$ cat src/include/ipf_pkg.sv
package ipf_pkg;
    localparam int ADDR_W = 12;
    localparam logic [ADDR_W-1:0] OFF_BASIC = 12'h200;
    localparam logic [ADDR_W-1:0] OFF_PEND_LO = 12'h204;
    localparam logic [ADDR_W-1:0] OFF_PEND_HI = 12'h208;
    localparam logic [ADDR_W-1:0] OFF_FAST = 12'h20c;
    localparam logic [ADDR_W-1:0] OFF_EN_LO = 12'h210;
    localparam logic [ADDR_W-1:0] OFF_EN_HI = 12'h214;
    localparam logic [ADDR_W-1:0] OFF_EN_BAS = 12'h218;
    localparam logic [ADDR_W-1:0] OFF_DIS_LO = 12'h21c;
    localparam logic [ADDR_W-1:0] OFF_DIS_HI = 12'h220;
    localparam logic [ADDR_W-1:0] OFF_DIS_BAS = 12'h224;
    localparam logic [ADDR_W-1:0] OFF_CTRL1 = 12'h228;
    localparam logic [ADDR_W-1:0] OFF_ERRHALT = 12'h22c;
    // Basic pending layout
    localparam int BP_SUM_LO = 8;
    localparam int BP_SUM_HI = 9;
    localparam int BP_MIRROR_LSB = 10;
    localparam int BP_MIRROR_N = 11;
    localparam logic [31:0] MIRROR_LO = 32'h000c0680;
    localparam logic [31:0] MIRROR_HI = 32'h43e00000;
    // Control 1 and error/halt status layout
    localparam int CTRL_HALT_ALIAS = 10;
    localparam int ERR1_ADDR_BIT = 0;
    localparam int ERR1_BURST_BIT = 1;
    localparam int ERR0_BIT = 2;
    localparam int HALT0_BIT = 3;
    localparam int HALT1_BIT = 4;
    // Fast route control layout
    localparam int FAST_EN_BIT = 7;
    localparam int FAST_SEL_W = 7;
    localparam logic [6:0] FAST_SEL_LIMIT = 7'h48;
    localparam int COP_SRC_N = 64;
    // Reset values
    localparam logic [7:0] FAST_RST = 8'h00;
    localparam logic [31:0] EN_RST = 32'h0000_0000;
    localparam logic [7:0] EN_BAS_RST = 8'h00;
    localparam logic [2:0] ERR_RST = 3'h0;
    localparam logic CTRL_ALIAS_RST = 1'b0;
    // Bus responses
    localparam logic [1:0] RESP_OKAY = 2'h0;
    localparam logic [1:0] RESP_SLVERR = 2'h2;
endpackage : ipf_pkg

$ cat src/verilog/ipf_irq_top.sv
// What this block does
// Basic bits 0..3 show timer, mailbox, doorbell 0, doorbell 1 pending.
// Basic bits 4,5 show halt 0/1; bits 6,7 access error type 1/0.
// Basic bits 10..20 mirror sources 7,9,10,18,19,53..57,62; 21..31 zero.
// Basic bit 8 set by any pending-low bit outside the mirrored ones.
// Basic bit 9 set by any pending-high bit outside bits 21..25, 30.
// Pending-low is read-only, sources 0..31 including mirrored ones.
// Pending-high is read-only, sources 32..63, source 32 at bit 0.
// Access error type 0 on address bit 31/30 or host peripheral access.
// Access error type 1 on address bits 29..26 or coprocessor burst.
// Raw type 0 error at status bit 2, type 1 at bits 0,1.
// Raw halt 1 at status bit 4, halt 0 at bit 3.
// Control bit 10 lets halt 1 also raise halt 0 pending and fast source.
// Fast route bit 7 enables; when clear the select field is ignored.
// At most one source at a time drives the fast interrupt.
// Select 0..63 picks the matching coprocessor source.
// Select 64..71 picks local sources in order; 72..127 unused.
// Sources are levels, held until disabled or cleared at source.
// A pending bit reads set only when its enable is set.
// Normal irq on any enabled pending; fast on the selected raw source, enables not applied.
//
// Register access over AXI4-Lite is this design's own decision.
module ipf_irq_top
    import ipf_pkg::*;
(
    input wire logic core_clk_i,
    input wire logic sys_rst_i,
    input wire logic [63:0] cop_irq_i,
    input wire logic timer_irq_i,
    input wire logic mailbox_irq_i,
    input wire logic doorbell0_irq_i,
    input wire logic doorbell1_irq_i,
    input wire logic cop0_halted_i,
    input wire logic cop1_halted_i,
    input wire logic host_acc_valid_i,
    input wire logic [31:0] host_acc_addr_i,
    input wire logic host_periph_acc_i,
    input wire logic cop_acc_valid_i,
    input wire logic [31:0] cop_acc_addr_i,
    input wire logic cop_burst_i,
    input wire logic [ADDR_W-1:0] s_axi_awaddr_i,
    input wire logic s_axi_awvalid_i,
    output logic s_axi_awready_o,
    input wire logic [31:0] s_axi_wdata_i,
    input wire logic [3:0] s_axi_wstrb_i,
    input wire logic s_axi_wvalid_i,
    output logic s_axi_wready_o,
    output logic [1:0] s_axi_bresp_o,
    output logic s_axi_bvalid_o,
    input wire logic s_axi_bready_i,
    input wire logic [ADDR_W-1:0] s_axi_araddr_i,
    input wire logic s_axi_arvalid_i,
    output logic s_axi_arready_o,
    output logic [31:0] s_axi_rdata_o,
    output logic [1:0] s_axi_rresp_o,
    output logic s_axi_rvalid_o,
    input wire logic s_axi_rready_i,
    output logic irq_o,
    output logic fast_interrupt_o
);

    function automatic logic [31:0] lane_mask(input logic [3:0] strb);
        lane_mask = {{8{strb[3]}}, {8{strb[2]}}, {8{strb[1]}}, {8{strb[0]}}};
    endfunction : lane_mask

    function automatic logic addr_mapped(input logic [ADDR_W-1:0] a);
        addr_mapped = (a >= OFF_BASIC) && (a <= OFF_ERRHALT) && (a[1:0] == 2'h0);
    endfunction : addr_mapped

    logic [31:0] en_lo_reg;
    logic [31:0] en_hi_reg;
    logic [7:0] en_bas_reg;
    logic [7:0] fast_reg;
    logic alias_reg;
    logic [2:0] err_reg;
    logic awready_reg;
    logic wready_reg;
    logic aw_got_reg;
    logic w_got_reg;
    logic [ADDR_W-1:0] waddr_reg;
    logic [31:0] wdata_reg;
    logic [3:0] wstrb_reg;
    logic bvalid_reg;
    logic [1:0] bresp_reg;
    logic arready_reg;
    logic rvalid_reg;
    logic [31:0] rdata_reg;
    logic [1:0] rresp_reg;
    logic irq_reg;
    logic fast_out_reg;

    logic [7:0] bas_raw;
    logic [31:0] pend_lo;
    logic [31:0] pend_hi;
    logic [31:0] pend_basic;
    logic [71:0] src_all;
    logic fast_next;
    logic wr_do;
    logic [31:0] wmask;
    logic [31:0] wbits;
    logic [2:0] err_set;
    logic [2:0] err_clr;
    logic [31:0] rd_val;

    // Local sources; halt 1 may stand in for halt 0 so one fast handler covers both
    always_comb begin
        bas_raw = {err_reg[ERR0_BIT], |err_reg[ERR1_BURST_BIT:ERR1_ADDR_BIT], cop1_halted_i,
                   cop0_halted_i | (alias_reg & cop1_halted_i),
                   doorbell1_irq_i, doorbell0_irq_i, mailbox_irq_i, timer_irq_i};
    end

    // Pending views are the live levels gated by enables
    assign pend_lo = cop_irq_i[31:0] & en_lo_reg;
    assign pend_hi = cop_irq_i[63:32] & en_hi_reg;

    always_comb begin
        pend_basic = 32'h0000_0000;
        pend_basic[7:0] = bas_raw & en_bas_reg;
        pend_basic[BP_SUM_LO] = |(pend_lo & ~MIRROR_LO);
        pend_basic[BP_SUM_HI] = |(pend_hi & ~MIRROR_HI);
        pend_basic[BP_MIRROR_LSB +: BP_MIRROR_N] = {pend_hi[30], pend_hi[25:21], pend_lo[19],
                                                    pend_lo[18], pend_lo[10], pend_lo[9],
                                                    pend_lo[7]};
    end

    // Single mux: one source at most reaches the fast line
    assign src_all = {bas_raw, cop_irq_i};
    always_comb begin
        fast_next = 1'b0;
        if (fast_reg[FAST_EN_BIT] && (fast_reg[FAST_SEL_W-1:0] < FAST_SEL_LIMIT)) begin
            fast_next = src_all[fast_reg[FAST_SEL_W-1:0]];
        end
    end

    always_ff @(posedge core_clk_i) begin
        if (sys_rst_i) begin
            irq_reg <= 1'b0;
            fast_out_reg <= 1'b0;
        end else begin
            irq_reg <= |{pend_basic[7:0], pend_lo, pend_hi};
            fast_out_reg <= fast_next;
        end
    end

    // Error detection; set beats a same-cycle clear
    always_comb begin
        err_set = 3'h0;
        err_set[ERR0_BIT] = (host_acc_valid_i & |host_acc_addr_i[31:30]) | host_periph_acc_i;
        err_set[ERR1_ADDR_BIT] = cop_acc_valid_i & |cop_acc_addr_i[29:26];
        err_set[ERR1_BURST_BIT] = cop_burst_i;
        err_clr = 3'h0;
        if (wr_do && (waddr_reg == OFF_ERRHALT)) begin
            err_clr = wbits[ERR0_BIT:ERR1_ADDR_BIT];
        end
    end

    always_ff @(posedge core_clk_i) begin
        if (sys_rst_i) begin
            err_reg <= ERR_RST;
        end else begin
            err_reg <= (err_reg & ~err_clr) | err_set;
        end
    end

    // Write channel: address and data taken in either order
    assign wr_do = aw_got_reg && w_got_reg && !bvalid_reg;
    assign wmask = lane_mask(wstrb_reg);
    assign wbits = wdata_reg & wmask;

    always_ff @(posedge core_clk_i) begin
        if (sys_rst_i) begin
            awready_reg <= 1'b1;
            aw_got_reg <= 1'b0;
            waddr_reg <= '0;
        end else if (s_axi_awvalid_i && awready_reg) begin
            awready_reg <= 1'b0;
            aw_got_reg <= 1'b1;
            waddr_reg <= s_axi_awaddr_i;
        end else if (wr_do) begin
            aw_got_reg <= 1'b0;
        end else if (bvalid_reg && s_axi_bready_i) begin
            awready_reg <= 1'b1;
        end
    end

    always_ff @(posedge core_clk_i) begin
        if (sys_rst_i) begin
            wready_reg <= 1'b1;
            w_got_reg <= 1'b0;
            wdata_reg <= 32'h0000_0000;
            wstrb_reg <= 4'h0;
        end else if (s_axi_wvalid_i && wready_reg) begin
            wready_reg <= 1'b0;
            w_got_reg <= 1'b1;
            wdata_reg <= s_axi_wdata_i;
            wstrb_reg <= s_axi_wstrb_i;
        end else if (wr_do) begin
            w_got_reg <= 1'b0;
        end else if (bvalid_reg && s_axi_bready_i) begin
            wready_reg <= 1'b1;
        end
    end

    always_ff @(posedge core_clk_i) begin
        if (sys_rst_i) begin
            bvalid_reg <= 1'b0;
            bresp_reg <= RESP_OKAY;
        end else if (wr_do) begin
            bvalid_reg <= 1'b1;
            bresp_reg <= addr_mapped(waddr_reg) ? RESP_OKAY : RESP_SLVERR;
        end else if (s_axi_bready_i) begin
            bvalid_reg <= 1'b0;
        end
    end

    // Pending registers have no write effect
    always_ff @(posedge core_clk_i) begin
        if (sys_rst_i) begin
            en_lo_reg <= EN_RST;
            en_hi_reg <= EN_RST;
            en_bas_reg <= EN_BAS_RST;
        end else if (wr_do) begin
            unique case (waddr_reg)
                OFF_EN_LO: en_lo_reg <= en_lo_reg | wbits;
                OFF_EN_HI: en_hi_reg <= en_hi_reg | wbits;
                OFF_EN_BAS: en_bas_reg <= en_bas_reg | wbits[7:0];
                OFF_DIS_LO: en_lo_reg <= en_lo_reg & ~wbits;
                OFF_DIS_HI: en_hi_reg <= en_hi_reg & ~wbits;
                OFF_DIS_BAS: en_bas_reg <= en_bas_reg & ~wbits[7:0];
                default: begin
                end
            endcase
        end
    end

    always_ff @(posedge core_clk_i) begin
        if (sys_rst_i) begin
            fast_reg <= FAST_RST;
            alias_reg <= CTRL_ALIAS_RST;
        end else if (wr_do) begin
            if ((waddr_reg == OFF_FAST) && wstrb_reg[0]) begin
                fast_reg <= wdata_reg[7:0];
            end
            if ((waddr_reg == OFF_CTRL1) && wstrb_reg[1]) begin
                alias_reg <= wdata_reg[CTRL_HALT_ALIAS];
            end
        end
    end

    // Read channel: answer one cycle after the address is taken
    always_comb begin
        rd_val = 32'h0000_0000;
        unique case (s_axi_araddr_i)
            OFF_BASIC: rd_val = pend_basic;
            OFF_PEND_LO: rd_val = pend_lo;
            OFF_PEND_HI: rd_val = pend_hi;
            OFF_FAST: rd_val[7:0] = fast_reg;
            OFF_EN_LO, OFF_DIS_LO: rd_val = en_lo_reg;
            OFF_EN_HI, OFF_DIS_HI: rd_val = en_hi_reg;
            OFF_EN_BAS, OFF_DIS_BAS: rd_val[7:0] = en_bas_reg;
            OFF_CTRL1: rd_val[CTRL_HALT_ALIAS] = alias_reg;
            OFF_ERRHALT: rd_val[HALT1_BIT:ERR1_ADDR_BIT] = {cop1_halted_i, cop0_halted_i,
                                                           err_reg};
            default: rd_val = 32'h0000_0000;
        endcase
    end

    always_ff @(posedge core_clk_i) begin
        if (sys_rst_i) begin
            arready_reg <= 1'b1;
            rvalid_reg <= 1'b0;
            rdata_reg <= 32'h0000_0000;
            rresp_reg <= RESP_OKAY;
        end else if (s_axi_arvalid_i && arready_reg) begin
            arready_reg <= 1'b0;
            rvalid_reg <= 1'b1;
            rdata_reg <= rd_val;
            rresp_reg <= addr_mapped(s_axi_araddr_i) ? RESP_OKAY : RESP_SLVERR;
        end else if (rvalid_reg && s_axi_rready_i) begin
            rvalid_reg <= 1'b0;
            arready_reg <= 1'b1;
        end
    end

    assign s_axi_awready_o = awready_reg;
    assign s_axi_wready_o = wready_reg;
    assign s_axi_bvalid_o = bvalid_reg;
    assign s_axi_bresp_o = bresp_reg;
    assign s_axi_arready_o = arready_reg;
    assign s_axi_rvalid_o = rvalid_reg;
    assign s_axi_rdata_o = rdata_reg;
    assign s_axi_rresp_o = rresp_reg;
    assign irq_o = irq_reg;
    assign fast_interrupt_o = fast_out_reg;

    logic ar_take;
    assign ar_take = s_axi_arvalid_i && arready_reg;
    logic fast_cop_sel;
    assign fast_cop_sel = cop_irq_i[fast_reg[5:0]];
endmodule : ipf_irq_top

$ cat config.mk
export PLATFORM = sky130hd
export DESIGN_NAME = ipf_irq_top
export DESIGN_NICKNAME = d
export VERILOG_FILES = /design/src/include/ipf_pkg.sv /design/src/verilog/ipf_irq_top.sv
export SDC_FILE = /design/constraint.sdc
export NUM_CORES = 1
export LEC_CHECK = 0
export ABC_AREA = 0
export ABC_CLOCK_PERIOD_IN_PS = 2500
export CORE_ASPECT_RATIO = 0.9
export CORE_MARGIN = 1
export CORE_UTILIZATION = 30
export CTS_BUF_LIST = sky130_fd_sc_hd__clkbuf_16
export CTS_CLUSTER_DIAMETER = 150
export DETAILED_ROUTE_END_ITERATION = 6
export DONT_BUFFER_PORTS = 1
export PLACE_DENSITY = 0.52
export RECOVER_POWER = 100
export SLEW_MARGIN = 20
export SYNTH_ARGS = -nofsm -noshare
export SYNTH_HDL_FRONTEND = slang
export SYNTH_SLANG_ARGS = --single-unit
$ cat constraint.sdc
create_clock -name core_clk_i -period 2.5 [get_ports core_clk_i]
set_input_delay 0 -clock core_clk_i [delete_from_list [all_inputs] [get_ports core_clk_i]]
set_output_delay 0 -clock core_clk_i [all_outputs]
set_load 0.02 [all_outputs]
==> results.toml <==
[power]
ir_worst_vdd_mv = 0.5229
power_density_nw_per_um2 = 544.7
p_leak_nw = 4.064

[placed_design]
hpwl_um = 27310
dpl-instance-area_um2 = 9417
port_buffers = 0
place_congestion = 0.9912

[global_route]
grt_max_degree = 135
grt_pass1_wl_um = 55460
grt_pass1_vias = 8490
overflow = 0
grt_usage = 0.2423
antenna_found_initial = 0

[sta]
finClkSkew_ns = 0.01209
relSlewSlack = 0.3471
finalSetupTns_ns = 0
worst_pin_slew_ns = 0.9779
fmax_ghz = 0.4164
post-route-period-util = 0.9607
fin_crit_ns = 2.402
setup_violations = 0
rsz0062_at_grt = "false"
slew_violations = 0
hold_violations = 0

[cells_and_area]
post_route_cells_drive_above_1_share = 0.08241
finalNetCount = 1370
stdcell_area_um2 = 11010
layout_commonest_cell = "dfxtp_1"
syn_to_final_growth_pct = 22.30
n_antenna_cell = 0
final_cell_mix = "dfxtp_1 (175), nand2_1 (151), a21oi_1 (121), dlygate4sd3_1 (109), nor3_1 (54)"

[synth]
synth-compound-area-share = 0.2739
ys_warn_count = 0
ys_ff_latch = 175
synth_cells = 1099
muxShareOfSynthArea = 0.05948
async_flop_share = 0
synth_top_family_by_area = "compound AO/OA/AOI/OAI gates"
synth.distinct_cells = 63
synth-xor-area-share = 0.001946
synth_area_per_cell_um2 = 8.193
netlist_area_um2 = 9004
ys.flop_type = "dfxtp_1"
synthSimpleGateAreaFrac = 0.2247
synth-adder-area-share = 0
synth-edff-count = 0
ys_seq_area_frac = 0.3891

[clock_network]
cts_tree = "done"
clk_latency_ns = 0.44
htreeDepth = 4
clockRootBuffer = "clkbuf_16"
cts_sinks = 175
cts_buffer_depth = 2
clk_pin_slew_worst_paths_ns = 0.07
numCtsBuffers = 17

[die]
ios = 248
core.rowCount = 59
start_util = 0.3080
fp.dieW_um = 184.6
fp.dieH_um = 166.4
die_area_um2 = 30710
coreArea_um2 = 29230

[worst_setup_path]
worstSetupPathType = "in -> reg"
rr_worst_depth = 5
crit_start = "s_axi_araddr_i[11]"
r2r_start = "err_reg[1]$_SDFF_PP0_"
critPathMaxFanout = 22
cp-end-kind = "flip-flop"
r2r_end = "irq_o$_SDFF_PP0_"
crit_end = "s_axi_rdata_o[20]$_SDFFE_PP0P_"
worst-r2r-setup-slack_ns = 0.1
start_kind = "input pin"
crit_required_ns = 2.89
cp.arrival_ns = 2.79

[route]
viasPerCell = 5.808
num_vias = 9136
drc = 0
wl_per_cell_um = 23.96
drt.antenna.violating_nets = 0
totalWireLength_um = 37690
firstDrtPassIters = 6
drtIter0Drc = 922

[hold_path]
min_path_type = "in -> reg"
min_delay_path_depth = 4

[job]
cap_violations = 0

[status]
outcome = "finished clean"
## worst min-delay path by stage
stage	from	endpoint	slack [ns]
global placement	sys_rst_i	s_axi_rresp_o[1]$_SDFFE_PP0P_	0.1
global route	cop_irq_i[37]	s_axi_rdata_o[5]$_SDFFE_PP0P_	0.03
floorplan	cop_burst_i	err_reg[1]$_SDFF_PP0_	0.13
CTS	cop_irq_i[37]	s_axi_rdata_o[5]$_SDFFE_PP0P_	0.003
detailed placement	sys_rst_i	s_axi_rdata_o[10]$_SDFFE_PP0P_	0.10
finish	cop_irq_i[32]	s_axi_rdata_o[0]$_SDFFE_PP0P_	0.009
## synth_stat cells, drive strengths merged (20+ instances only)
cell type / number / area [um^2]
and3: 51 / 319.1
nand2: 151 / 566.8
nor3: 56 / 296.5
dfxtp: 175 / 3503
nor2: 44 / 165.2
clkbuf: 70 / 262.8
a21o: 39 / 292.8
mux2i: 22 / 220.2
o21ai: 37 / 185.2
a32oi: 25 / 219.0
a22oi: 21 / 157.7
buf: 26 / 146.4
a31oi: 53 / 331.6
a21oi: 121 / 605.6
a211oi: 20 / 150.1
## stage by stage
step                utilization  total power, mW  hold slack, ns  std cells  worst slack [ns]
floorplan                     -            3.317          0.1295       1100            0.5643
global placement         0.3220            3.378         0.09544       1432            0.4413
detailed placement       0.3221            3.385          0.1049       1432            0.4220
CTS                      0.3787            6.065        0.002675       1573           0.04267
global route             0.3767            6.239         0.02940       1573          0.009062
finish                   0.3767            5.999        0.008865       1573           0.09834
## kinds of logic (layout without fill, tap and decap cells)
group	Yosys count	count (layout)
other cells	1	2
flops	175	175
xor+xnor	2	2
buf+inv	108	185
compound gates	376	376
mux	36	36
simple gates	401	401
## metal layers
layer	vias to the layer above	global-route usage	part of all wire
met5	-	0	0
met3	44	0.05461	0.093
li1	4224	-	-
met4	0	0.07654	0.022
met1	4420	0.3613	0.47
met2	448	0.3395	0.41
## where the power goes
group	total, mW	switching [mW]	leakage (nW)	internal, mW
Clock	2.51	1.22	0.265	1.28
Combinational	0.493	0.255	2.38	0.238
Sequential	3.00	0.134	1.42	2.86
## area by class of cell
class,instances,area (um^2)
fill,3102,18220
multi-input combinational,817,5066
sequential,175,3503
timing repair buffer,142,1368
tap,396,495.5
clock buffer,17,425.4
clock inverter,14,108.9
inverter,12,45.04
## repair_timing
action / 4_1_cts / 5_1_grt
endpoints found under the setup margin: 0 / 1
buffers inserted: 0 / 0
resized for setup: 0 / 3
hold buffers: 110 / 0
hold endpoints to repair: 175 / 0
## worst max-delay path, stage by stage
cell and delay, ns:
or4b_4 0.55, nor3_4 0.25, clkbuf_2 0.30, and2_1 0.18, clkbuf_2 0.43, a21o_1 0.14
a32oi_1 0.09, a311oi_1 0.27, dlygate4sd3_1 0.58
No activity file was read; power rests on OpenSTA's default activity.
